## config.mk

```make
export PLATFORM = sky130hd
export DESIGN_NAME = leadoff_status_gpio_misc_regs
export DESIGN_NICKNAME = d
export VERILOG_FILES = /design/src/design/leadoff_status_gpio_misc_regs.v
export VERILOG_INCLUDE_DIRS = /design/src /design/src/design
export SDC_FILE = /design/constraint.sdc
export NUM_CORES = 1
export LEC_CHECK = 0
export BUFFER_PORTS_ARGS = -buffer_cell sky130_fd_sc_hd__clkbuf_2
export CORE_MARGIN = 2
export CORE_UTILIZATION = 45
export CTS_CLUSTER_SIZE = 24
export DETAILED_ROUTE_END_ITERATION = 10
export PLACE_DENSITY = 0.66
export SLEW_MARGIN = 20
export SYNTH_ARGS = -nofsm -noshare
export SYNTH_HDL_FRONTEND = slang
export SYNTH_SLANG_ARGS = --single-unit
export TNS_END_PERCENT = 30
```

## constraint.sdc

```tcl
create_clock -name clk_sys_i -period 7.95 [get_ports clk_sys_i]
set_input_delay 1.1925 -clock clk_sys_i [delete_from_list [all_inputs] [get_ports clk_sys_i]]
set_output_delay 1.1925 -clock clk_sys_i [all_outputs]
set_load 0.03 [all_outputs]
```

## src/design/leadoff_regs_defines.vh

```
`ifndef LEADOFF_REGS_DEFINES_VH
`define LEADOFF_REGS_DEFINES_VH
`define ADDR_POS_STATUS 8'h12
`define ADDR_NEG_STATUS 8'h13
`define ADDR_IO_CTRL 8'h14
`define ADDR_MISC_ROUTING 8'h15
`define ADDR_MISC_RESERVED 8'h16
`define RST_STATUS 8'h00
`define RST_IO_DIR 4'hf
`define RST_IO_DATA 4'h0
`define RST_MISC 8'h00
`define RST_SYNC 4'h0
`define MISC_SRB_BIT 5
`define MISC_RSVD_MASK 8'h20
`define RESP_MODE_01 2'h1
`define RESP_MODE_11 2'h3
`define GP_SHARED_MASK 4'he
`define IO_ALL_PINS 4'hf
`define IO_DATA_HI 7
`define IO_DATA_LO 4
`define IO_DIR_HI 3
`define IO_DIR_LO 0
`define RST_OE 4'h0
`define RST_SWITCH 1'b0
`define RST_RDATA 8'h00
`define RSVD_READ 8'h00
`endif

```

## src/design/leadoff_status_gpio_misc_regs.v

```verilog
// Operation
// - positive status bit per channel, 1 electrode off, 0 on
// - negative status bit per channel, 1 electrode off, 0 on
// - both status registers read-only, writes ignored, reset to zero
// - io data read returns actual level of the four pins
// - io data write drives output pins only; input pins unaffected
// - direction bit 0 makes pin output, 1 makes it input
// - io register at 14h, resets to 0fh, all pins inputs
// - respiration mode 01 or 11 takes io pins two to four away
// - misc bit 5 closes shared reference switches to inverting inputs
// - misc routing register at 15h resets to 00h, switches open
`include "leadoff_regs_defines.vh"
module leadoff_status_gpio_misc_regs (
  input wire clk_sys_i,
  input wire sys_rst_i,
  input wire reg_wr_i,
  input wire reg_rd_i,
  input wire [7:0] reg_addr_i,
  input wire [7:0] reg_wdata_i,
  output reg [7:0] reg_rdata_o,
  input wire [7:0] pos_comp_off_i,
  input wire [7:0] neg_comp_off_i,
  input wire [1:0] respiration_control_i,
  input wire [3:0] io_pin_in_i,
  output reg [3:0] io_pin_out_o,
  output reg [3:0] io_pin_oe_o,
  output reg shared_reference_switch_o
);
  reg [7:0] pos_sync1_reg;
  reg [7:0] pos_sync2_reg;
  reg [7:0] pos_sync3_reg;
  reg [7:0] neg_sync1_reg;
  reg [7:0] neg_sync2_reg;
  reg [7:0] neg_sync3_reg;
  reg [3:0] pin_sync1_reg;
  reg [3:0] pin_sync2_reg;
  reg [3:0] pin_sync3_reg;
  reg [7:0] positive_electrode_status_reg;
  reg [7:0] positive_electrode_status_next;
  reg [7:0] negative_electrode_status_reg;
  reg [7:0] negative_electrode_status_next;
  reg [3:0] pin_level_reg;
  reg [3:0] pin_level_next;
  reg [3:0] io_pin_direction_reg;
  reg [3:0] io_pin_direction_next;
  reg [3:0] io_pin_data_reg;
  reg [3:0] io_pin_data_next;
  reg [7:0] misc_reference_routing_reg;
  reg [7:0] misc_reference_routing_next;
  reg [3:0] io_avail_mask;
  reg [3:0] io_pin_oe_next;
  reg [3:0] io_pin_out_next;
  reg shared_reference_switch_next;
  reg [7:0] rdata_next;
  wire io_ctrl_write;
  wire misc_routing_write;

  // true when a strobe addresses the given register
  function addr_match;
    input strobe;
    input [7:0] addr;
    input [7:0] target;
    begin
      addr_match = strobe && (addr == target);
    end
  endfunction

  // a bit moves only where the second and third stages agree
  function [7:0] settle_byte;
    input [7:0] held;
    input [7:0] stage2;
    input [7:0] stage3;
    begin
      settle_byte = (stage2 & stage3) | (held & (stage2 ^ stage3));
    end
  endfunction

  function [3:0] settle_nibble;
    input [3:0] held;
    input [3:0] stage2;
    input [3:0] stage3;
    begin
      settle_nibble = (stage2 & stage3) | (held & (stage2 ^ stage3));
    end
  endfunction

  // status and reserved addresses take no write
  assign io_ctrl_write = addr_match(reg_wr_i, reg_addr_i, `ADDR_IO_CTRL);
  assign misc_routing_write = addr_match(reg_wr_i, reg_addr_i, `ADDR_MISC_ROUTING);

  // pins 2..4 lost in respiration modes 01 and 11
  always @* begin
    io_avail_mask = `IO_ALL_PINS;
    if ((respiration_control_i == `RESP_MODE_01) || (respiration_control_i == `RESP_MODE_11)) begin
      io_avail_mask = ~`GP_SHARED_MASK;
    end
  end

  always @* begin
    positive_electrode_status_next = settle_byte(positive_electrode_status_reg,
      pos_sync2_reg, pos_sync3_reg);
    negative_electrode_status_next = settle_byte(negative_electrode_status_reg,
      neg_sync2_reg, neg_sync3_reg);
    pin_level_next = settle_nibble(pin_level_reg, pin_sync2_reg, pin_sync3_reg);
  end

  // a data bit is taken only for a pin that was already an output
  always @* begin
    io_pin_direction_next = io_pin_direction_reg;
    io_pin_data_next = io_pin_data_reg;
    if (io_ctrl_write) begin
      io_pin_direction_next = reg_wdata_i[`IO_DIR_HI:`IO_DIR_LO];
      io_pin_data_next = (reg_wdata_i[`IO_DATA_HI:`IO_DATA_LO] & ~io_pin_direction_reg) |
        (io_pin_data_reg & io_pin_direction_reg);
    end
  end

  // reserved bits are never stored
  always @* begin
    misc_reference_routing_next = misc_reference_routing_reg;
    if (misc_routing_write) begin
      misc_reference_routing_next = reg_wdata_i & `MISC_RSVD_MASK;
    end
  end

  always @* begin
    io_pin_oe_next = ~io_pin_direction_reg & io_avail_mask;
    io_pin_out_next = io_pin_data_reg & io_avail_mask;
    shared_reference_switch_next = misc_reference_routing_reg[`MISC_SRB_BIT];
  end

  // reserved and unmapped addresses read as zero
  always @* begin
    case (reg_addr_i)
      `ADDR_POS_STATUS: rdata_next = positive_electrode_status_reg;
      `ADDR_NEG_STATUS: rdata_next = negative_electrode_status_reg;
      `ADDR_IO_CTRL: rdata_next = {pin_level_reg, io_pin_direction_reg};
      `ADDR_MISC_ROUTING: rdata_next = misc_reference_routing_reg;
      `ADDR_MISC_RESERVED: rdata_next = `RSVD_READ;
      default: rdata_next = `RSVD_READ;
    endcase
  end

  // three stages on every input from outside the clock domain
  always @(posedge clk_sys_i or posedge sys_rst_i) begin
    if (sys_rst_i) begin
      pos_sync1_reg <= `RST_STATUS;
      pos_sync2_reg <= `RST_STATUS;
      pos_sync3_reg <= `RST_STATUS;
    end else begin
      pos_sync1_reg <= pos_comp_off_i;
      pos_sync2_reg <= pos_sync1_reg;
      pos_sync3_reg <= pos_sync2_reg;
    end
  end

  always @(posedge clk_sys_i or posedge sys_rst_i) begin
    if (sys_rst_i) begin
      neg_sync1_reg <= `RST_STATUS;
      neg_sync2_reg <= `RST_STATUS;
      neg_sync3_reg <= `RST_STATUS;
    end else begin
      neg_sync1_reg <= neg_comp_off_i;
      neg_sync2_reg <= neg_sync1_reg;
      neg_sync3_reg <= neg_sync2_reg;
    end
  end

  always @(posedge clk_sys_i or posedge sys_rst_i) begin
    if (sys_rst_i) begin
      pin_sync1_reg <= `RST_SYNC;
      pin_sync2_reg <= `RST_SYNC;
      pin_sync3_reg <= `RST_SYNC;
    end else begin
      pin_sync1_reg <= io_pin_in_i;
      pin_sync2_reg <= pin_sync1_reg;
      pin_sync3_reg <= pin_sync2_reg;
    end
  end

  // status is read-only: only the comparators move it
  always @(posedge clk_sys_i or posedge sys_rst_i) begin
    if (sys_rst_i) begin
      positive_electrode_status_reg <= `RST_STATUS;
      negative_electrode_status_reg <= `RST_STATUS;
      pin_level_reg <= `RST_SYNC;
    end else begin
      positive_electrode_status_reg <= positive_electrode_status_next;
      negative_electrode_status_reg <= negative_electrode_status_next;
      pin_level_reg <= pin_level_next;
    end
  end

  always @(posedge clk_sys_i or posedge sys_rst_i) begin
    if (sys_rst_i) begin
      io_pin_direction_reg <= `RST_IO_DIR;
      io_pin_data_reg <= `RST_IO_DATA;
    end else begin
      io_pin_direction_reg <= io_pin_direction_next;
      io_pin_data_reg <= io_pin_data_next;
    end
  end

  always @(posedge clk_sys_i or posedge sys_rst_i) begin
    if (sys_rst_i) begin
      misc_reference_routing_reg <= `RST_MISC;
    end else begin
      misc_reference_routing_reg <= misc_reference_routing_next;
    end
  end

  always @(posedge clk_sys_i or posedge sys_rst_i) begin
    if (sys_rst_i) begin
      io_pin_oe_o <= `RST_OE;
      io_pin_out_o <= `RST_IO_DATA;
      shared_reference_switch_o <= `RST_SWITCH;
    end else begin
      io_pin_oe_o <= io_pin_oe_next;
      io_pin_out_o <= io_pin_out_next;
      shared_reference_switch_o <= shared_reference_switch_next;
    end
  end

  // read data holds until the next read
  always @(posedge clk_sys_i or posedge sys_rst_i) begin
    if (sys_rst_i) begin
      reg_rdata_o <= `RST_RDATA;
    end else if (reg_rd_i) begin
      reg_rdata_o <= rdata_next;
    end
  end
endmodule // leadoff_status_gpio_misc_regs

```

==> results.json, run 1 <==
{
  "outcome": "finished, final reports clean",
  "power.switching_uw": 224,
  "clock.fmax_ghz": 0.324,
  "grt_pass1_wl_mm": 8.94,
  "die_h_microns": 93.7,
  "layout_common_cells": "102 x dfrtp_1, 57 x clkbuf_2, 20 x a21o_1, 20 x ha_1, 11 x nand2_1",
  "overflow": 0,
  "worstSetupPathType": "in2reg",
  "gp_congestion": 0.726,
  "p_seq_frac": 0.603,
  "crit_slowest_cell": "or4b_1",
  "io_buffer_count": 57,
  "viasPerCell": 4.78,
  "cts_tree": "built",
  "dp_hpwl_mm": 3.52,
  "cts_setup_buffers": 0,
  "fin_crit_ps": 3090,
  "total_power_uw": 970,
  "fin_util": 0.546,
  "min_path_type": "reg2reg",
  "end_kind": "flop",
  "worstMarginPinSlew_ps": 490,
  "worstPathArrival_ps": 3320,
  "synth-seq-cells": 106,
  "dieArea_sq_mm": 0.00878,
  "yosys.cell_types.count": 27,
  "power_density_mw_per_mm2": 229,
  "die_w_microns": 93.7,
  "vias": 1933,
  "use_met3": 0.0289,
  "ir_drop_mv": 0.113,
  "area_growth_pct": 17.2,
  "setup_viol": 0,
  "leakage_uw": 0.00215,
  "internal-power_uw": 746,
  "top_usage_layer": "met1",
  "start_util": 0.466,
  "crit_chain": "clkbuf_2, or4b_1, or4b_1, nor2_4, mux2_1",
  "fin_tns_setup_ps": 0,
  "wl_per_cell_microns": 12.9,
  "max_slew_margin": 0.673,
  "rows": 32,
  "cap_violations": 0,
  "syn_nets": 294,
  "clock_latency_ps": 350,
  "slew_viol_final": 0,
  "diodes": 0,
  "cpPeakStageDelay_ps": 790,
  "hold_buffers": 0,
  "yosysSeqAreaShare": 0.734,
  "drt_wl_total_mm": 5.23,
  "dr.pass1.iters": 3,
  "core_area_sq_mm": 0.00777,
  "cts_inserted_buffers": 9,
  "rsz0062_at_grt": "no",
  "nFillCells": 662,
  "nNetsFinal": 359,
  "power_frac_clock": 0.334,
  "syn_inst": 232,
  "cts_max_path_buffers": 2,
  "cts-root-buf": "clkbuf_8",
  "clkSlewWorstSetupHoldPaths_ps": 90,
  "cp_common_cell": "or4b_1",
  "ant_nets": 0,
  "drive_above_1_share": 0.291,
  "cts_sinks": 106,
  "ctsResizeCount": 0,
  "p_comb_frac": 0.063,
  "avgSynthCellArea_sq_um": 15.6,
  "met1_usage": 0.193,
  "num_io_pins": 59,
  "grt_pass1_vias": 1945,
  "final-hold-violation-count": 0,
  "syn_area_sq_mm": 0.00362,
  "drc": 0,
  "min_period_over_period": 0.388,
  "swShare": 0.231,
  "grt_util_all_layers": 0.131,
  "yosysWarnings": 0,
  "grt_util_met2": 0.188,
  "htreeDepth": 3,
  "antenna_found_initial": 0,
  "mostFrequentLayoutCell": "dfrtp_1",
  "cp_data_required_time_ps": 8180,
  "grt_max_degree": 82,
  "start_kind": "input port",
  "cp_max_fo": 11,
  "first_iter_violations": 24,
  "skew_ps": 8.38
}
-- Yosys cell counts --
master	count	area, sq um
dfrtp_1	102	2550
a21o_1	20	150
ha_1	20	250
nand2_1	11	41.3
inv_1	10	37.5
mux2i_1	9	90.1
o22ai_1	8	50.1
a21oi_1	7	35.0
nor3_1	7	35.0
dfstp_2	4	105
mux2_1	4	45.0
nor2_1	4	15.0
nor2_4	4	45.0
nand3_1	3	15.0
nor2b_1	3	18.8
clkbuf_1	2	7.51
nand2b_1	2	12.5
o21ai_0	2	10.0
or4b_1	2	20.0
and3b_1	1	8.76
buf_1	1	3.75
buf_2	1	5.00
buf_6	1	11.3
mux2_2	1	11.3
nor4_4	1	21.3
nor4b_2	1	15.0
or3b_2	1	8.76
-- critical path, delay by kind of cell --
family,cells,cell delay [ps]
multiplexers,1,330
buffers and inverters,1,70
AND/OR/NAND/NOR,3,1720
-- kinds of logic (layout without fill, tap and decap cells) --
| kind of cell | after synthesis | in the layout | synth area share |
|---|---|---|---|
| flops | 106 | 106 | 0.734 |
| simple gates | 40 | 40 | 0.0708 |
| compound gates | 37 | 37 | 0.0677 |
| fa+ha+maj | 20 | 20 | 0.0691 |
| buf+inv | 15 | 85 | 0.0180 |
| mux | 14 | 14 | 0.0404 |
-- per-layer routing --
metal / share of wire / wire [microns]
met5: 0 / 0
met2: 0.43 / 2230
met3: 0.065 / 339
met1: 0.49 / 2570
met4: 0.017 / 91
-- cell type report --
type,count,area [sq um],share of cell area
flip-flops and latches,106,2660,0.626
multi-input cells,111,898,0.212
repair buffers,59,320,0.0755
well taps,102,128,0.0301
clock buffers,9,124,0.0292
clock inverters,7,76.3,0.0180
inverters,10,40.0,0.00943
-- path summary, 6_finish.rpt --
| check | from | endpoint | slack, ps | depth (start not counted) |
|---|---|---|---|---|
| max | reg_addr_i[5] | flop | 4860 | 5 |
| min | neg_sync1_reg[0] | neg_sync2_reg[0] | 360 | 0 |
| max in group asynchronous | sys_rst_i | io_pin_direction_reg[1] | 6140 | 4 |
| max reg2reg | io_pin_direction_reg[1] | flop | 6890 | 2 |
| min reg2reg | neg_sync1_reg[0] | neg_sync2_reg[0] | 360 | 0 |
| min in group asynchronous | sys_rst_i | pos_sync2_reg[4] | 770 | 2 |
-- stage by stage --
stage               hold slack (ps)  cells  instance area [sq um]  setup slack (ps)
CTS                             357    403                   4220              4860
global route                    362    404                   4240              4770
floorplan                       331    232                   3620              3980
global placement                331    387                   4020              4510
detailed placement              335    387                   4020              4470
finish                          355    404                   4240              4860
-- power groups by stage --
| stage | combinational (uW) | clock, uW | sequential, uW |
|---|---|---|---|
| 4_1_cts | 60.6 | 339 | 585 |
| 5_1_grt | 70.3 | 361 | 589 |
| 3_3_place_gp | 58.2 | 0 | 595 |
| 3_5_place_dp | 60.0 | 0 | 596 |
| 2_1_floorplan | 34.6 | 0 | 596 |
| 6_report | 60.7 | 324 | 585 |
(Power assumes the default switching activity.)
==> inputs of run 2 (changes only) <==
==> constraint.sdc (replaced) <==
create_clock -name clk_sys_i -period 3.2 [get_ports clk_sys_i]
set_input_delay 0.48 -clock clk_sys_i [delete_from_list [all_inputs] [get_ports clk_sys_i]]
set_output_delay 0.48 -clock clk_sys_i [all_outputs]
set_load 0.03 [all_outputs]
==> results.json, run 2 (synthesized netlist as in run 1, its figures left out) <==
{
  "antenna_found_initial": 0,
  "htreeDepth": 3,
  "total_power_uw": 2520,
  "cap_violations": 0,
  "final-hold-violation-count": 0,
  "hp-start": "pos_comp_off_i[1]",
  "start_kind": "input port",
  "start_util": 0.466,
  "seq_area_sq_mm": 0.00266,
  "grt_util_all_layers": 0.134,
  "die_h_microns": 93.7,
  "cts_max_path_buffers": 2,
  "viasPerCell": 4.75,
  "clkSlewWorstSetupHoldPaths_ps": 100,
  "fin_tns_setup_ps": 0,
  "first_iter_violations": 46,
  "r2r_slack_ps": 2120,
  "clock_latency_ps": 360,
  "cp_data_required_time_ps": 3450,
  "r2r_start": "io_pin_direction_reg[1]",
  "ir_drop_mv": 0.314,
  "die_w_microns": 93.7,
  "drc": 0,
  "cts_setup_buffers": 0,
  "nNetsFinal": 359,
  "rows": 32,
  "worstSetupPathType": "in2reg",
  "leakage_uw": 0.00216,
  "slew_viol_final": 0,
  "worstMarginPinSlew_ps": 543,
  "core_area_sq_mm": 0.00777,
  "gp_congestion": 0.758,
  "cts_tree": "built",
  "fin_util": 0.550,
  "end_kind": "flop",
  "grt_max_degree": 107,
  "min_path_type": "in2reg",
  "cts_inserted_buffers": 9,
  "max_slew_margin": 0.638,
  "grt_pass1_vias": 1908,
  "cts-root-buf": "clkbuf_8",
  "reg2regPathDepth": 2,
  "place_area_sq_mm": 0.00404,
  "wl_per_cell_microns": 13.0,
  "layout_common_cells": "102 x dfrtp_1, 57 x clkbuf_2, 20 x a21o_1, 20 x ha_1, 11 x nand2_1",
  "grt_pass1_wl_mm": 8.96,
  "fin_area_sq_mm": 0.00427,
  "num_io_pins": 59,
  "fin_crit_ps": 2080,
  "ctsResizeCount": 0,
  "multiInputGateArea_sq_um": 898,
  "overflow": 0,
  "diodes": 0,
  "nFillCells": 666,
  "skew_ps": 6.10,
  "drive_above_1_share": 0.291,
  "setup_viol": 0,
  "mostFrequentLayoutCell": "dfrtp_1",
  "cts_sinks": 106,
  "clock.fmax_ghz": 0.480,
  "io_buffer_count": 57,
  "drt_wl_total_mm": 5.27,
  "dr.pass1.iters": 4,
  "hold_depth": 1,
  "rsz0062_at_grt": "no",
  "area_growth_pct": 18.0,
  "dieArea_sq_mm": 0.00878,
  "outcome": "finished, final reports clean",
  "worstPathArrival_ps": 2330,
  "dp_hpwl_mm": 3.49,
  "ant_nets": 0,
  "min_period_over_period": 0.651,
  "whs_endpoint": "pos_sync1_reg[1]",
  "power_density_mw_per_mm2": 589,
  "vias": 1920,
  "cp_max_fo": 7,
  "hold_buffers": 0
}
## run 2: where the power goes
part           switching, uW  leakage, uW  internal (uW)
logic                   81.8     0.000760           66.7
registers               36.3      0.00128           1420
clock network            442     0.000115            471
## run 2: worst max-delay path by stage
| stage | startpoint | end | slack, ps | cells past startpoint |
|---|---|---|---|---|
| after detailed placement | reg_addr_i[5] | flop | 760 | 5 |
| after global placement | reg_addr_i[5] | flop | 760 | 5 |
| final | reg_addr_i[5] | flop | 1120 | 5 |
| after CTS | reg_addr_i[5] | flop | 1140 | 5 |
| after floorplan | reg_addr_i[5] | flop | 1060 | 5 |
| after global routing | reg_addr_i[5] | flop | 1080 | 5 |
## run 2: per-stage QoR
step / std cells / setup WS, ps / hold slack (ps)
global route: 404 / 1080 / 184
floorplan: 232 / 1060 / 331
detailed placement: 388 / 755 / 335
finish: 404 / 1120 / 216
CTS: 404 / 1140 / 195
global placement: 388 / 760 / 332
## run 2: cell type report
class,instances,share of cell area
Timing Repair Buffer,59,0.0732
Clock inverter,6,0.0226
Tap cell,102,0.0299
Inverter,10,0.00967
Clock buffer,10,0.0322
Sequential cell,106,0.622
Multi-Input combinational cell,111,0.210
## run 2: layer usage
layer,routed length (microns),vias to the layer above,global-route usage
met5,0,-,0
met3,347,7,0.0433
li1,-,929,-
met2,2270,59,0.204
met4,94,0,0.0616
met1,2550,925,0.176
## run 2: critical path, cell delays in order
cell and delay, ps:
clkbuf_2 70, or4b_1 530, or4b_1 740, nor2_4 160, mux2_1 340
==> inputs of run 3 (changes only) <==
--- a/config.mk
+++ b/config.mk
@@ -11,7 +11,7 @@
 export CORE_UTILIZATION = 45
 export CTS_CLUSTER_SIZE = 24
 export DETAILED_ROUTE_END_ITERATION = 10
-export PLACE_DENSITY = 0.66
+export PLACE_DENSITY = 0.68
 export SLEW_MARGIN = 20
 export SYNTH_ARGS = -nofsm -noshare
 export SYNTH_HDL_FRONTEND = slang
==> constraint.sdc (replaced) <==
create_clock -name clk_sys_i -period 1.7 [get_ports clk_sys_i]
set_input_delay 0.255 -clock clk_sys_i [delete_from_list [all_inputs] [get_ports clk_sys_i]]
set_output_delay 0.255 -clock clk_sys_i [all_outputs]
set_load 0.03 [all_outputs]
==> results.json, run 3 (synthesized netlist as in run 1, its figures left out) <==
{
  "skew_ps": 6.88,
  "antenna_found_initial": 0,
  "leakage_uw": 0.00228,
  "whs_ps": 16.1,
  "nFillCells": 657,
  "crit_chain": "clkbuf_2, or4b_4, or4b_1, buf_6, nor2_4, mux2_1",
  "die_w_microns": 93.7,
  "mostFrequentLayoutCell": "dfrtp_1",
  "clock_latency_ps": 360,
  "first_iter_violations": 67,
  "fin_cells": 434,
  "dr.pass1.iters": 4,
  "fin_area_sq_mm": 0.00451,
  "cap_violations": 0,
  "drc": 0,
  "start_kind": "input port",
  "clock.fmax_ghz": 0.594,
  "nNetsFinal": 389,
  "max_slew_margin": 0.645,
  "ant_nets": 0,
  "cts_setup_buffers": 0,
  "cts_tree": "built",
  "cts_sinks": 106,
  "grt_max_degree": 107,
  "grt_pass1_vias": 2048,
  "end_kind": "flop",
  "worstPathArrival_ps": 1920,
  "slew_viol_final": 0,
  "cts_max_path_buffers": 2,
  "cp_data_required_time_ps": 1940,
  "layout_common_cells": "102 x dfrtp_1, 57 x clkbuf_2, 20 x a21o_1, 20 x ha_1, 20 x dlygate4sd3_1",
  "htreeDepth": 3,
  "crit_slowest_cell": "or4b_4",
  "worstSetupPathType": "in2reg",
  "wl_per_cell_microns": 12.2,
  "fin_util": 0.581,
  "setup_viol": 0,
  "place_inst": 398,
  "final-hold-violation-count": 0,
  "cpPeakStageDelay_ps": 520,
  "grt_util_all_layers": 0.136,
  "start_util": 0.466,
  "min_path_type": "in2async",
  "cts_inserted_buffers": 9,
  "grt_pass1_wl_mm": 9.23,
  "drt_wl_total_mm": 5.31,
  "io_buffer_count": 57,
  "multiInputGateArea_sq_um": 902,
  "power_density_mw_per_mm2": 1010,
  "num_io_pins": 59,
  "critical_path.top_delay_family": "simple AND/OR/NAND/NOR gates",
  "dieArea_sq_mm": 0.00878,
  "diodes": 0,
  "vias": 1998,
  "seq_area_sq_mm": 0.00266,
  "cp_max_fo": 7,
  "die_h_microns": 93.7,
  "outcome": "finished, final reports clean",
  "overflow": 0,
  "dp_hpwl_mm": 3.44,
  "fin_crit_ps": 1680,
  "worstMarginPinSlew_ps": 533,
  "total_power_uw": 4540,
  "min_period_over_period": 0.990,
  "place_area_sq_mm": 0.00411,
  "ir_drop_mv": 0.458,
  "rows": 32,
  "drive_above_1_share": 0.298,
  "cts-root-buf": "clkbuf_8",
  "path_buf_inv": 2,
  "viasPerCell": 4.60,
  "gp_congestion": 0.718,
  "clkSlewWorstSetupHoldPaths_ps": 90,
  "core_area_sq_mm": 0.00777,
  "area_growth_pct": 24.6
}
-- run 3: cell types whose count changed in the layout (fill, tap and decap cells not counted) --
cell           before  now
buf_4               1   10
buf_6               0    1
bufinv_16           2    1
clkbuf_8           10    9
clkinv_2            0    4
clkinv_4            1    0
clkinvlp_4          2    1
dlygate4sd3_1       0   20
inv_6               1    2
inv_8               1    0
or4b_1              2    1
or4b_4              0    1
-- run 3: final timing paths --
| check | endpoint | start | cells after the start | slack, ps |
|---|---|---|---|---|
| worst max-delay path | flop | reg_addr_i[5] | 6 | 20 |
| worst min-delay path | async pin | sys_rst_i | 3 | 20 |
| worst max register to register | flop | io_pin_direction_reg[2] | 2 | 640 |
| worst min register to register | pin_sync2_reg[3] | pin_sync1_reg[3] | 0 | 350 |
| max in group asynchronous | negative_electrode_status_reg[3] | sys_rst_i | 3 | 1270 |
| min in group clk_sys_i | io_pin_direction_reg[3] | reg_wdata_i[3] | 3 | 70 |
-- run 3: power by group --
| part | internal (uW) | leakage [uW] | switching [uW] |
|---|---|---|---|
| clock network | 681 | 0.000104 | 804 |
| logic | 164 | 0.000896 | 161 |
| registers | 2670 | 0.00128 | 67.0 |
-- run 3: worst register-to-register path, delay by kind of cell (launching register included) --
family,cells,cell delay (ps)
DFF,1,590
muxes,1,310
and+or+nand+nor,1,50
-- run 3: final cells by class --
cell class,instances,share of cell area
sequential,106,0.589
multi-input combinational,111,0.200
timing repair buffer,89,0.131
tap,102,0.0283
clock buffer,9,0.0275
clock inverter,7,0.0150
inverter,10,0.00915
-- run 3: metal layers --
layer	up-vias	track usage	wire length, microns
li1	983	-	-
met1	952	0.184	2600
met2	54	0.208	2280
met3	9	0.0377	316
met4	0	0.0616	110
met5	-	0	0
-- run 3: through the flow --
stage          setup slack [ps]  setup TNS (ps)
2_1_floorplan              -215            -860
3_3_place_gp               -344           -1660
3_5_place_dp               -359           -1690
4_1_cts                    1.50               0
5_1_grt                   -2.42           -2.42
6_report                   17.1               0
-- run 3: repair_timing --
item | in CTS | in global routing
endpoints found under the hold margin | 20 | 0
hold buffers | 20 | 0
gates resized for setup | 0 | 2
setup endpoints to repair | 0 | 4
